## config.mk

```make
export PLATFORM = sky130hd
export DESIGN_NAME = tpcr_top
export DESIGN_NICKNAME = d
export VERILOG_FILES = /design/src/inc/tpcr_pkg.sv /design/src/inc/tpcr_rpt_if.sv /design/src/design/tpcr_report_reg.sv /design/src/design/tpcr_top.sv
export SDC_FILE = /design/constraint.sdc
export NUM_CORES = 1
export LEC_CHECK = 0
export BUFFER_PORTS_ARGS = -buffer_cell sky130_fd_sc_hd__buf_4
export CORE_MARGIN = 5
export CORE_UTILIZATION = 47
export CTS_CLUSTER_DIAMETER = 80
export DETAILED_ROUTE_END_ITERATION = 8
export GPL_TIMING_DRIVEN = 0
export PLACE_DENSITY = 0.69
export REMOVE_ABC_BUFFERS = 1
export SETUP_SLACK_MARGIN = 0.3
export SYNTH_ARGS = -nofsm -noshare
export SYNTH_HDL_FRONTEND = slang
export SYNTH_SLANG_ARGS = --single-unit
```

## constraint.sdc

```tcl
create_clock -name ref_clk_i -period 1.4 [get_ports ref_clk_i]
set_input_delay 0.28 -clock ref_clk_i [delete_from_list [all_inputs] [get_ports ref_clk_i]]
set_output_delay 0.28 -clock ref_clk_i [all_outputs]
set_load 0.1 [all_outputs]
```

## src/inc/tpcr_pkg.sv

```systemverilog
package tpcr_pkg;
  // ****************************************************************
  // Commands
  // ****************************************************************
  typedef enum logic [1:0] {
    TPCR_CMD_SEND_MSG,
    TPCR_CMD_RECV_MSG,
    TPCR_CMD_SEND_STATUS,
    TPCR_CMD_RECV_CMD
  } tpcr_cmd_e;

  // ****************************************************************
  // Outcome codes and steps
  // ****************************************************************
  localparam logic [7:0] CODE_RESET = 8'h01;
  localparam logic [7:0] CODE_MPU_PAR = 8'h22;
  localparam logic [7:0] CODE_SCSI_PAR = 8'h24;
  localparam logic [7:0] CODE_TIMEOUT = 8'h2C;
  localparam logic [7:0] CODE_NORMAL = 8'h60;
  localparam logic [7:0] CODE_ATN = 8'h61;
  localparam logic [7:0] CODE_ATN_MSG = 8'h62;
  localparam logic [7:0] CODE_MSG_LONG = 8'h64;
  localparam logic [7:0] CODE_BAD_GROUP = 8'h65;
  localparam logic [7:0] CODE_ATN_BUSY = 8'h66;
  localparam logic [7:0] CODE_RX_LONG = 8'h67;
  localparam logic [7:0] CODE_RX_BUSY = 8'h6C;
  localparam logic [7:0] STEP_0 = 8'h00;
  localparam logic [7:0] STEP_1 = 8'h01;
  localparam logic [7:0] STEP_2 = 8'h02;

  // ****************************************************************
  // Limits and field positions
  // ****************************************************************
  localparam logic [5:0] MSG_MAX_LEN = 6'd33;
  localparam logic [5:0] MSG_KEEP_BYTES = 6'd2;
  localparam int GROUP_MSB = 7;
  localparam int GROUP_LSB = 5;
  localparam logic [2:0] GRP_3 = 3'h3;
  localparam logic [2:0] GRP_4 = 3'h4;
  localparam logic [2:0] GRP_6 = 3'h6;
  localparam logic [2:0] GRP_7 = 3'h7;
endpackage : tpcr_pkg

```

## src/inc/tpcr_rpt_if.sv

```systemverilog
`timescale 1ns/1ps
interface tpcr_rpt_if;
  logic post;
  logic [7:0] code;
  logic [7:0] step;
  logic busy;
  modport src (output post, output code, output step, input busy);
  modport dst (input post, input code, input step, output busy);
endinterface : tpcr_rpt_if

```

## src/design/tpcr_report_reg.sv

```systemverilog
`timescale 1ns/1ps
module tpcr_report_reg
  import tpcr_pkg::*;
(
  input wire logic clk_i,
  input wire logic rst_n_i,
  tpcr_rpt_if.dst rpt,
  input wire logic host_par_err_i,
  output logic [7:0] code_o,
  output logic [7:0] step_o,
  output logic irq_o
);
  logic extra_r;
  logic irq_r;
  logic [7:0] code_r;
  logic [7:0] step_r;

  assign rpt.busy = extra_r;
  assign code_o = code_r;
  assign step_o = step_r;
  assign irq_o = irq_r;

  // Latch each outcome and raise the interrupt for one cycle per outcome
  always_ff @(posedge clk_i or negedge rst_n_i) begin
    if (!rst_n_i) begin
      code_r <= 8'h00;
      step_r <= 8'h00;
      irq_r <= 1'b0;
    end else if (rpt.post) begin
      code_r <= rpt.code;
      step_r <= rpt.step;
      irq_r <= 1'b1;
    end else if (extra_r) begin
      code_r <= CODE_MPU_PAR;
      step_r <= STEP_0;
      irq_r <= 1'b1;
    end else begin
      irq_r <= 1'b0;
    end
  end

  // Follow-up host parity outcome is queued behind the primary one
  always_ff @(posedge clk_i or negedge rst_n_i) begin
    if (!rst_n_i) begin
      extra_r <= 1'b0;
    end else if (rpt.post && host_par_err_i) begin
      extra_r <= 1'b1;
    end else if (!rpt.post) begin
      extra_r <= 1'b0;
    end
  end
endmodule : tpcr_report_reg

```

## src/design/tpcr_top.sv

```systemverilog
`timescale 1ns/1ps
module tpcr_top
  import tpcr_pkg::*;
(
  input wire logic ref_clk_i,
  input wire logic rst_n_i,
  input wire logic cmd_start_i,
  input wire logic [1:0] cmd_sel_i,
  input wire logic [5:0] send_len_i,
  input wire logic auto_rx_en_i,
  input wire logic byte_stop_i,
  input wire logic grp67_len_set_i,
  input wire logic bus_reset_i,
  input wire logic atn_i,
  input wire logic rx_buf_busy_i,
  input wire logic timeout_i,
  input wire logic scsi_par_err_i,
  input wire logic host_par_err_i,
  input wire logic byte_done_i,
  input wire logic [7:0] byte_data_i,
  input wire logic block_end_i,
  input wire logic last_byte_i,
  input wire logic exit_done_i,
  output logic xfer_active_o,
  output logic byte_accept_o,
  output logic auto_rx_active_o,
  output logic exit_req_o,
  output logic done_o,
  output logic [7:0] code_o,
  output logic [7:0] step_o,
  output logic irq_o
);
  // ****************************************************************
  // Reset release
  // ****************************************************************
  logic rst_s1_r;
  logic rst_s2_r;

  // Release through two flops so every flop reset by rst_s2_r leaves reset on one edge
  always_ff @(posedge ref_clk_i or negedge rst_n_i) begin
    if (!rst_n_i) begin
      rst_s1_r <= 1'b0;
      rst_s2_r <= 1'b0;
    end else begin
      rst_s1_r <= 1'b1;
      rst_s2_r <= rst_s1_r;
    end
  end

  // ****************************************************************
  // Sequencer
  // ****************************************************************
  typedef enum logic [2:0] {
    ST_IDLE,
    ST_XFER,
    ST_BLK_WAIT,
    ST_AUTO_RX,
    ST_EXIT,
    ST_POST
  } tpcr_state_e;

  tpcr_state_e state_r;
  tpcr_cmd_e cmd_r;
  logic auto_r;
  logic byte_stop_r;
  logic [5:0] cnt_r;
  logic [7:0] code_r;
  logic [7:0] step_r;
  logic fin_step_r;
  logic is_rx;
  logic is_recv_msg;
  logic is_recv_cmd;
  logic [2:0] grp;
  logic bad_grp;
  tpcr_rpt_if rpt_if ();

  assign is_recv_msg = (cmd_r == TPCR_CMD_RECV_MSG);
  assign is_recv_cmd = (cmd_r == TPCR_CMD_RECV_CMD);
  assign is_rx = is_recv_msg || is_recv_cmd;
  assign grp = byte_data_i[GROUP_MSB:GROUP_LSB];
  // Group 3/4 always unsupported; 6/7 only until lengths are configured
  assign bad_grp = (grp == GRP_3) || (grp == GRP_4)
                   || (((grp == GRP_6) || (grp == GRP_7)) && !grp67_len_set_i);

  // Main command state machine
  always_ff @(posedge ref_clk_i or negedge rst_s2_r) begin
    if (!rst_s2_r) begin
      state_r <= ST_IDLE;
      cmd_r <= TPCR_CMD_SEND_MSG;
      auto_r <= 1'b0;
      byte_stop_r <= 1'b0;
      cnt_r <= 6'd0;
      code_r <= 8'h00;
      step_r <= 8'h00;
      fin_step_r <= 1'b0;
    end else begin
      unique case (state_r)
        ST_IDLE: begin
          fin_step_r <= 1'b0;
          if (cmd_start_i) begin
            cmd_r <= tpcr_cmd_e'(cmd_sel_i);
            auto_r <= auto_rx_en_i;
            byte_stop_r <= byte_stop_i;
            cnt_r <= 6'd0;
            if (bus_reset_i) begin
              code_r <= CODE_RESET;
              step_r <= STEP_0;
              state_r <= ST_POST;
            end else if ((tpcr_cmd_e'(cmd_sel_i) == TPCR_CMD_SEND_MSG)
                         && (send_len_i >= MSG_MAX_LEN)) begin
              code_r <= CODE_MSG_LONG;
              step_r <= STEP_1;
              state_r <= ST_POST;
            end else if (((tpcr_cmd_e'(cmd_sel_i) == TPCR_CMD_RECV_MSG)
                          || (tpcr_cmd_e'(cmd_sel_i) == TPCR_CMD_RECV_CMD))
                         && rx_buf_busy_i) begin
              code_r <= CODE_RX_BUSY;
              step_r <= STEP_1;
              state_r <= ST_POST;
            end else begin
              state_r <= ST_XFER;
            end
          end
        end
        ST_XFER, ST_AUTO_RX: begin
          if (bus_reset_i) begin
            code_r <= CODE_RESET;
            step_r <= STEP_1;
            state_r <= ST_EXIT;
          end else if (timeout_i) begin
            code_r <= CODE_TIMEOUT;
            step_r <= STEP_1;
            state_r <= ST_EXIT;
          end else if ((is_rx || state_r == ST_AUTO_RX) && scsi_par_err_i) begin
            code_r <= CODE_SCSI_PAR;
            step_r <= STEP_1;
            // Block mode lets the current block finish first
            state_r <= byte_stop_r ? ST_POST : ST_BLK_WAIT;
          end else if (byte_done_i) begin
            cnt_r <= cnt_r + 6'd1;
            if (state_r == ST_XFER && is_recv_cmd && cnt_r == 6'd0 && bad_grp) begin
              code_r <= CODE_BAD_GROUP;
              step_r <= STEP_1;
              state_r <= ST_POST;
            end else if (state_r == ST_XFER && is_recv_msg
                         && send_len_i >= MSG_MAX_LEN
                         && cnt_r == MSG_KEEP_BYTES - 6'd1) begin
              code_r <= CODE_RX_LONG;
              step_r <= STEP_1;
              state_r <= ST_POST;
            end else if (last_byte_i) begin
              state_r <= ST_POST;
              step_r <= STEP_2;
              if (state_r == ST_AUTO_RX) begin
                code_r <= CODE_ATN_MSG;
              end else if (!atn_i) begin
                code_r <= CODE_NORMAL;
              end else if (is_recv_msg || !auto_r) begin
                code_r <= CODE_ATN;
              end else if (rx_buf_busy_i) begin
                code_r <= CODE_ATN_BUSY;
              end else begin
                cnt_r <= 6'd0;
                state_r <= ST_AUTO_RX;
              end
            end
          end
        end
        ST_BLK_WAIT: begin
          if (block_end_i) begin
            state_r <= ST_POST;
          end
        end
        ST_EXIT: begin
          // Reset and timeout outcomes raised during a transfer wait for exit processing to end
          if (exit_done_i) begin
            state_r <= ST_POST;
          end
        end
        ST_POST: begin
          fin_step_r <= 1'b1;
          state_r <= ST_IDLE;
        end
        default: begin
          state_r <= ST_IDLE;
        end
      endcase
    end
  end

  // ****************************************************************
  // Status outputs
  // ****************************************************************
  assign xfer_active_o = (state_r == ST_XFER) || (state_r == ST_AUTO_RX)
                         || (state_r == ST_BLK_WAIT);
  // Bytes keep flowing in block mode until the damaged block has ended
  assign byte_accept_o = (state_r == ST_XFER) || (state_r == ST_AUTO_RX)
                         || (state_r == ST_BLK_WAIT);
  assign auto_rx_active_o = (state_r == ST_AUTO_RX);
  assign exit_req_o = (state_r == ST_EXIT);
  assign done_o = fin_step_r;

  // Report posting: one pulse per outcome
  assign rpt_if.post = (state_r == ST_POST);
  assign rpt_if.code = code_r;
  assign rpt_if.step = step_r;

  tpcr_report_reg u_report (
    .clk_i(ref_clk_i),
    .rst_n_i(rst_s2_r),
    .rpt(rpt_if.dst),
    .host_par_err_i(host_par_err_i),
    .code_o(code_o),
    .step_o(step_o),
    .irq_o(irq_o)
  );
endmodule : tpcr_top

```

=== Yosys cells after proc, flatten, opt, wreduce, memory -nomap -nowiden ===
Index checks and enable logic that the tools add are counted.

* Bitwise logic cells: 0
* Equal/unequal tests: 26
* Multiply operators: 0
* Muxes and demuxes: 69
* $lt $le $gt $ge: 1
* Div/mod/pow operators: 0
* Add/subtract/negate cells: 1
* Reduce and logical (&&, ||, !) cells: 34
* Shift-type cells: 0

{| class="wikitable"
|+ Operator list
! cell !! number
|-
| 8-bit two-way mux || 30
|-
| 6-bit two-way mux || 12
|-
| 3-bit two-way mux || 18
|-
| 8-bit one-hot mux with 2 select lines || 2
|-
| 2-bit inequality test, second input constant || 8
|-
| 3-bit == test, second input constant || 5
|-
| 3-bit one-hot mux with 4 select lines || 1
|-
| 6-bit one-hot mux with 2 select lines || 1
|-
| 6-bit AND reduction || 2
|-
| 1-bit logical AND || 11
|-
| 10-bit inequality test, second input constant || 1
|-
| 5-bit AND reduction || 2
|-
| 3-bit by 2-bit == test with 1-bit output, second input constant || 3
|-
| 1-bit logical OR || 9
|-
| 7-bit inequality test, second input constant || 1
|-
| 6-bit by 1-bit adder with 6-bit output, second input constant || 1
|-
| 6-bit by 1-bit == test with 1-bit output, second input constant || 1
|-
| 6-bit >= comparator, second input constant || 1
|-
| 6-bit zero test || 1
|-
| 2-bit nonzero test || 3
|-
| 5-bit inequality test, second input constant || 1
|-
| 2-bit by 1-bit == test with 1-bit output, second input constant || 2
|-
| 2-bit == test, second input constant || 2
|-
| 1-bit two-way mux || 4
|-
| other kinds (8) || 9
|}

* Register bits after elaboration: 50
* Output and inout port bits: 22
* Logic and storage cells: 145
* Input port bits: 32
* Bits in read-only memories: 0
* Memory bits (writable): 0
* Latch bits: 0
* Memories kept: 0

=== Logic depth before layout (Yosys ltp) ===
Gate-level depths: netlist of run 1.

* Depth in word-level cells: 13
* Mapped depth: 8
* Gate-level depth less buffers: 7

=== Cells and area by module ===
A second synthesis of run 1 with hierarchy kept.

* Cell total of the unflattened synthesis: 222
* Area, all modules: 2269.7 um^2

{| class="wikitable"
|+ By module, submodules not included
! module !! cells each !! instances !! area an instance (um^2)
|-
| tpcr_top || 178 || 1 || 1609.0
|-
| tpcr_report_reg || 44 || 1 || 660.6
|}

=== Least setup slack after synthesis of run 1 ===
OpenSTA, ideal clock, no wires.

* Path type: reg2out
* From: register state_r[1]
* To: output port xfer_active_o
* Data required time: 1120 ps
* Arrival: 2509 ps
* Stages on the path, launching flop included: 5
* Slack: -1389 ps
* Cell sequence: dfrtp_1 > clkbuf_1 > nor2_1 > nor2_1 > buf_4

* Longest elaborated chain between the ends: 3
* Elaborated cells between the ends (all ways): 5
* Those cells by class: eq/ne: 3; reduce/logical: 2

{| class="wikitable"
|+ RTL lines
! what !! RTL line !! source
|-
| from (decl) || tpcr_top.sv:62 || <nowiki>tpcr_state_e state_r;</nowiki>
|-
| from (signal assigned) || tpcr_top.sv:138 || <nowiki>state_r <= byte_stop_r ? ST_POST : ST_BLK_WAIT;</nowiki>
|-
| 3-bit by 1-bit == test with 1-bit output or 3-bit by 2-bit == test with 1-bit output (tied branches) || -- ||
|-
| 1-bit logical OR || -- ||
|-
| 1-bit logical OR * || -- ||
|-
| to (decl) || tpcr_top.sv:24 || <nowiki>output logic xfer_active_o,</nowiki>
|}

Every way passes the cells marked *; elsewhere a longest branch is shown, timed or not.

=== Worst setup path after layout of run 1 ===
* From: register state_r[0]
* To: register code_r[3]

* Longest elaborated chain between the ends: 11
* Elaborated cells between the ends (all ways): 28
* Those cells by class: eq/ne: 7; mux: 9; reduce/logical: 12

{| class="wikitable"
|+ RTL lines
! what !! RTL line !! source
|-
| 3-bit by 1-bit == test with 1-bit output || tpcr_top.sv:97, tpcr_top.sv:141, tpcr_top.sv:145 ||
|-
| 1-bit logical AND || tpcr_top.sv:145 || <nowiki>end else if (state_r == ST_XFER && is_recv_msg</nowiki>
|-
| 1-bit logical AND || tpcr_top.sv:146 || <nowiki>&& send_len_i >= MSG_MAX_LEN</nowiki>
|-
| 1-bit logical AND || tpcr_top.sv:147 || <nowiki>&& cnt_r == MSG_KEEP_BYTES - 6'd1) begin</nowiki>
|-
| 8-bit two-way mux || tpcr_top.sv:145 ||
|-
| 8-bit two-way mux || tpcr_top.sv:141 || <nowiki>if (state_r == ST_XFER && is_recv_cmd && cnt_r == 6'd0 && bad_grp) begin</nowiki>
|-
| 8-bit two-way mux || tpcr_top.sv:139 || <nowiki>end else if (byte_done_i) begin</nowiki>
|-
| 8-bit two-way mux || tpcr_top.sv:134 || <nowiki>end else if ((is_rx || state_r == ST_AUTO_RX) && scsi_par_err_i) begin</nowiki>
|-
| 8-bit two-way mux || tpcr_top.sv:130 || <nowiki>end else if (timeout_i) begin</nowiki>
|-
| 8-bit two-way mux || tpcr_top.sv:126 || <nowiki>if (bus_reset_i) begin</nowiki>
|-
| 8-bit one-hot mux with 2 select lines || tpcr_top.sv:97 || <nowiki>unique case (state_r)</nowiki>
|-
| to (signal assigned) || tpcr_top.sv:127 || <nowiki>code_r <= CODE_RESET;</nowiki>
|-
| to (signal assigned) || tpcr_top.sv:131 || <nowiki>code_r <= CODE_TIMEOUT;</nowiki>
|-
| to (signal assigned) || tpcr_top.sv:135 || <nowiki>code_r <= CODE_SCSI_PAR;</nowiki>
|-
| to (decl) || tpcr_top.sv:67 || <nowiki>logic [7:0] code_r;</nowiki>
|}

Several ways; a longest one is shown, not always the timed one. The select of a mux whose other input is x is not followed.
A chain may end at the register's enable or synchronous reset.

==> results_dict.tcl, run 1 <==
set metrics [dict create \
    wirelength_um 5240 \
    root_buffer "clkbuf_8" \
    dieArea_um2 5730 \
    clkLatencyLatePin_ps 290 \
    layout.cells.non_filler 333 \
    core_area_um2 4090 \
    ant_nets 0 \
    synth_edf_count 0 \
    place_hpwl_um 3290 \
    grt.total_usage_pct 19.0 \
    cts-htree-levels 2 \
    hp-class "in -> reg" \
    use_met2_pct 28.6 \
    syn_area_um2 2030 \
    grt-busiest-layer "met2" \
    gp_congestion 0.854 \
    gr-total-overflow 0 \
    placed_cells 299 \
    start_kind "flop" \
    final_hold_viol_count 0 \
    drive_above_1_share_pct 41.0 \
    row_count 23 \
    worstSetupPathType "reg -> reg" \
    cp.arrival_ps 2270 \
    startpoint "state_r[0]" \
    fin_util_pct 72.3 \
    path_max_fanout 13 \
    synth_top_area_cell "dfrtp_1" \
    crit_path_end_kind "flop" \
    vias 1853 \
    max_freq_mhz 476 \
    leakage_nw 1.34 \
    p_per_area_nw_per_um2 2370 \
    ys_ff_latch 34 \
    worst_slew_margin_rel_pct 52.6 \
    fin_ws_ps -700 \
    maxCapViolations 0 \
    dieHeight_um 75.7 \
    port_buffers 40 \
    syn_area_per_cell_um2 9.18 \
    violations "negative setup slack" \
    grt_use_met1_pct 27.3 \
    use_met3_pct 6.07 \
    status "finished with violations" \
    finalCriticalPeriod_ps 2100 \
    fin_crit_sh_pct 150 \
    numCtsBuffers 5 \
    cts_tree "built" \
    multi_input_comb_area_um2 1220 \
    grt_pass1_vias 1709 \
    maxSlewViolCount 0 \
    ir_drop_mv 1.28 \
    synth_top_area_share_pct 41.9 \
    yosysSeqAreaShare_pct 41.9 \
    first_iter_violations 170 \
    antenna_found_initial 0 \
    fp.dieW_um 75.7 \
    tightest_slew_ps 711 \
    ios 54 \
    grt_pass1_wl_um 8180 \
    drt-pass1-iter-count 4 \
    grt_max_degree 33 \
    yosys_warnings 0 \
    cts.reportedPaths.clkPinSlew_ps 70 \
    start_util_pct 49.7 \
    setup_viol 25 \
    cpPeakStageDelay_ps 530 \
    via_per_inst 5.56 \
    finalNetCount 317 \
    syn2layout_area_growth_pct 45.6 \
    register_area_um2 856 \
    worstPathRequired_ps 1570 \
    post_drt_wl_per_cell_um 15.7 \
    synth_area_leaders "dfrtp_1, o21ai_0, mux2_2" \
    grt_setup_unrepaired "yes" \
    path_cells "nor2b_2, nand3_1, o221ai_4, mux2_4" \
    fillers 286 \
    skew_ps 3.61 \
    cts_max_path_buffers 2 \
    cts.sinks 34 \
    ys.flop_type "dfrtp_1" \
    r2r-start "state_r[0]" \
    cp_slowest_cell "dfrtp_2" \
    async_flop_share_pct 100 \
    pre_cts_slack_ps -1040 \
    worstHoldStart "host_par_err_i" \
    synthDistinctLibCells 47 \
    synthCells 221 \
    num_antenna_cells 0 \
    drc 0 \
]
-- registers in the layout (all words and copies together) (netlist names) --
register,cells
cnt_r,6
u_report.step_o,2
u_report.irq_o,1
rpt_if.step,2
auto_r,1
byte_stop_r,1
done_o,1
cmd_r,2
u_report.rpt.busy,1
u_report.code_o,6
rst_s1_r,1
rst_s2_r,1
state_r,3
code_r,6
-- kinds of logic (layout without fill, tap and decap cells) --
logic type	after synthesis	after routing	share of synthesized area [%]
fa+ha+maj	3	3	1.85
other cells	2	9	0.370
mux	11	11	5.92
simple gates	79	80	21.4
buf+inv	26	80	6.84
flops	34	34	41.9
compound gates	66	66	21.7
-- cell usage in the layout, fill, tap and decap left out, drive strengths merged, types with 3 or more instances in the layout --
cell | Yosys | final
a21oi | 14 | 14
and2 | 3 | 4
buf | 14 | 64
clkbuf | 5 | 7
conb | 2 | 9
dfrtp | 34 | 34
ha | 3 | 3
inv | 7 | 7
mux2 | 8 | 8
mux2i | 3 | 3
nand2 | 24 | 24
nand2b | 9 | 9
nand3 | 6 | 6
nor2 | 13 | 13
nor2b | 5 | 5
nor3 | 6 | 6
o21ai | 27 | 27
-- routing by layer --
metal / part of all wire, % / routed length, um / up-vias
met5: 0 / 0 / -
met4: 1.6 / 85 / 0
met3: 7.2 / 378 / 10
met2: 47 / 2440 / 63
met1: 44 / 2330 / 882
li1: - / - / 898
-- area by class of cell --
type,instances,area share [%]
multi-input combinational,169,41.5
sequential,34,29.0
timing repair buffer,65,23.5
clock buffer,7,2.92
tap,50,2.12
inverter,7,0.889
clock inverter,1,0.169
-- critical path: cells and delay by family, from the launching register on --
family / cells / cell delay (ps)
multiplexers: 1 / 340
flip-flops: 1 / 530
AO/OA/AOI/OAI: 1 / 420
AND/OR/NAND/NOR: 2 / 690
-- synth_stat cells, types with 2 or more instances --
master and instances:
o21ai_0 27, nor3_1 6, and2_1 3, nand2_1 24, clkbuf_1 5, nor2b_1 5, nand3_1 6, a31o_2 2
nor2_1 13, mux2_2 8, a31oi_1 2, a21oi_1 14, conb_1 2, inv_1 7, a221oi_1 2, buf_4 10
buf_2 3, o211ai_1 2, o22ai_1 2, nor3b_1 2, mux2i_1 3, ha_1 3, or4_4 2, o211a_1 2
dfrtp_1 34, nand3b_1 2, or2_2 2, nand2b_1 9
-- path summary, 6_finish.rpt --
path | endpoint | slack, ps | depth (start not counted)
setup reg to reg | code_r[3] | -700 | 4
max in group asynchronous | state_r[2] | 580 | 0
hold reg to reg | auto_r | 320 | 0
hold / removal | u_report.rpt.busy | 220 | 3
setup / recovery | code_r[3] | -700 | 4
min in group asynchronous | rst_s2_r | 300 | 2
-- report_power, final --
| group | switching, mW | leakage, nW | internal, mW |
|---|---|---|---|
| combinational | 2.57 | 0.870 | 1.79 |
| sequential | 0.492 | 0.419 | 1.40 |
| clock | 0.349 | 0.0482 | 0.396 |
-- metrics by stage --
step / hold WS (ps) / instance area (um2) / setup TNS (ps) / total power, mW
after floorplan: -15.6 / 1940 / -19490 / 4.21
after global placement: 62.7 / 2310 / -16340 / 4.96
after detailed placement: 62.8 / 2310 / -16970 / 5.01
after CTS: 207 / 2780 / -12230 / 6.66
after global routing: 217 / 2950 / -13030 / 7.40
final: 215 / 2950 / -11140 / 7.00
-- repair_timing --
item,in CTS,in global routing
hold endpoints to repair,2,0
buffers inserted,14,10
pin swaps,11,10
resized for setup,73,28
gates cloned,1,0
hold buffers,1,0
setup endpoints to repair,78,46
No activity file was read; power rests on OpenSTA's default activity.
==> run 2, diff against run 1 <==
CORE_UTILIZATION = 40   (was 47)
PLACE_DENSITY = 0.6   (was 0.69)
==> results_dict.tcl, run 2 (synthesis results as in run 1) <==
set metrics [dict create \
    cts-htree-levels 2 \
    dieArea_um2 6600 \
    vias 1874 \
    cpPeakStageDelay_ps 550 \
    grt_max_degree 33 \
    max_freq_mhz 499 \
    final_hold_viol_count 0 \
    maxCapViolations 0 \
    path_cells "or4_4, nor4_4, o21a_4, o221ai_4, mux2_2" \
    setup_viol 34 \
    ios 54 \
    start_util_pct 40.5 \
    cts.reportedPaths.clkPinSlew_ps 70 \
    syn2layout_area_growth_pct 57.5 \
    gr-total-overflow 0 \
    leakage_nw 1.43 \
    cts.sinks 34 \
    antenna_found_initial 0 \
    finalSetupTns_ps -12030 \
    gp_congestion 0.791 \
    skew_ps 3.71 \
    drc 0 \
    place_hpwl_um 3370 \
    first_iter_violations 73 \
    swShare_pct 46.7 \
    numCtsBuffers 5 \
    placed_cells 319 \
    wirelength_um 5350 \
    port_buffers 40 \
    ant_nets 0 \
    grt.total_usage_pct 16.4 \
    start_kind "flop" \
    violations "negative setup slack" \
    clkLatencyLatePin_ps 280 \
    combPwrFrac_pct 63.1 \
    cts_tree "built" \
    root_buffer "clkbuf_8" \
    worst_slew_margin_rel_pct 51.0 \
    post_drt_wl_per_cell_um 14.8 \
    tightest_slew_ps 735 \
    num_antenna_cells 0 \
    hp-class "in -> reg" \
    p_per_area_nw_per_um2 2390 \
    worstPathRequired_ps 1570 \
    drt-pass1-iter-count 4 \
    ir_drop_mv 1.01 \
    finalNetCount 326 \
    worstSetupPathType "reg -> reg" \
    fin_ws_ps -605 \
    grt_setup_unrepaired "yes" \
    cp_slowest_cell "or4_4" \
    maxSlewViolCount 0 \
    drive_above_1_share_pct 48.8 \
    cts_max_path_buffers 2 \
    placed_area_um2 2330 \
    fin_crit_sh_pct 143 \
    path_max_fanout 6 \
    final_common_cell "buf_4" \
    fp.dieW_um 81.2 \
    layout.cells.non_filler 361 \
    fillers 421 \
    grt_pass1_vias 1809 \
    via_per_inst 5.19 \
    clock_power_share_pct 12.2 \
    dieHeight_um 81.2 \
    layout_common_cells "buf_4, dfrtp_1, nand2_1" \
    grt_pass1_wl_um 8450 \
    p_int_mw 4.08 \
    row_count 26 \
    p_seq_share_pct 24.7 \
    core_area_um2 5010 \
    finalCriticalPeriod_ps 2010 \
    whs_ps 224 \
    p_switching_mw 3.57 \
    final_cell_area_um2 3200 \
    status "finished with violations" \
    crit_path_end_kind "flop" \
    cp.arrival_ps 2180 \
]
==> run 2: per-stage QoR <==
stage                     util, %  setup WS, ps  total power, mW
after CTS                    59.0          -733             7.09
after global placement       46.5         -1060             4.97
final                        63.8          -605             7.65
after global routing         63.8          -655             8.06
after floorplan                 -         -1940             4.21
after detailed placement     46.5         -1040             5.01
==> run 2: final timing paths <==
| kind | startpoint | end | slack [ps] | cells past startpoint |
|---|---|---|---|---|
| worst max-delay path | state_r[1] | code_r[6] | -610 | 5 |
| worst min-delay path | byte_stop_i | byte_stop_r | 220 | 2 |
| worst max register to register | state_r[1] | code_r[6] | -610 | 5 |
| worst min register to register | rst_s2_r | done_o | 330 | 0 |
| max in group asynchronous | rst_s2_r | state_r[1] | 560 | 0 |
| min in group asynchronous | rst_n_i | rst_s2_r | 310 | 2 |
==> run 2: what timing repair did <==
item / 4_1_cts / 5_1_grt
setup endpoints to repair: 78 / 46
cloned: 0 / 1
buffers inserted: 20 / 13
pin swaps: 18 / 13
hold endpoints to repair: 2 / 0
hold buffers: 1 / 0
resized for setup: 99 / 37
==> run 2: layout make-up <==
type                            count  area, um2  share of cell area [%]
Tap cell                           70       87.6                    2.74
Clock buffer                        6       82.6                    2.58
Sequential cell                    34        856                    26.8
Inverter                            7       26.3                   0.822
Timing Repair Buffer               74        811                    25.4
Clock inverter                      1       30.0                   0.939
Multi-Input combinational cell    169       1300                    40.8
==> run 2: worst max-delay path, delay by kind of cell, from the launching register on <==
kind / cells / cell delay [ps]
simple gates: 2 / 760
mux: 1 / 300
compound gates: 2 / 400
flops: 1 / 430
==> run 2: power by group through the flow <==
| stage | Combinational [mW] | Clock [mW] | Sequential, mW |
|---|---|---|---|
| global route | 5.11 | 1.00 | 1.95 |
| floorplan | 1.60 | 0 | 2.61 |
| global placement | 3.14 | 0 | 1.84 |
| finish | 4.83 | 0.935 | 1.89 |
| detailed placement | 3.16 | 0 | 1.85 |
| CTS | 4.27 | 0.946 | 1.88 |
==> run 2: layer usage <==
metal / wire (um) / part of all wire [%] / track usage (%)
met5: 0 / 0 / 0
met4: 93 / 1.7 / 5.24
met3: 284 / 5.3 / 3.55
met2: 2730 / 51 / 27.1
met1: 2250 / 42 / 21.3
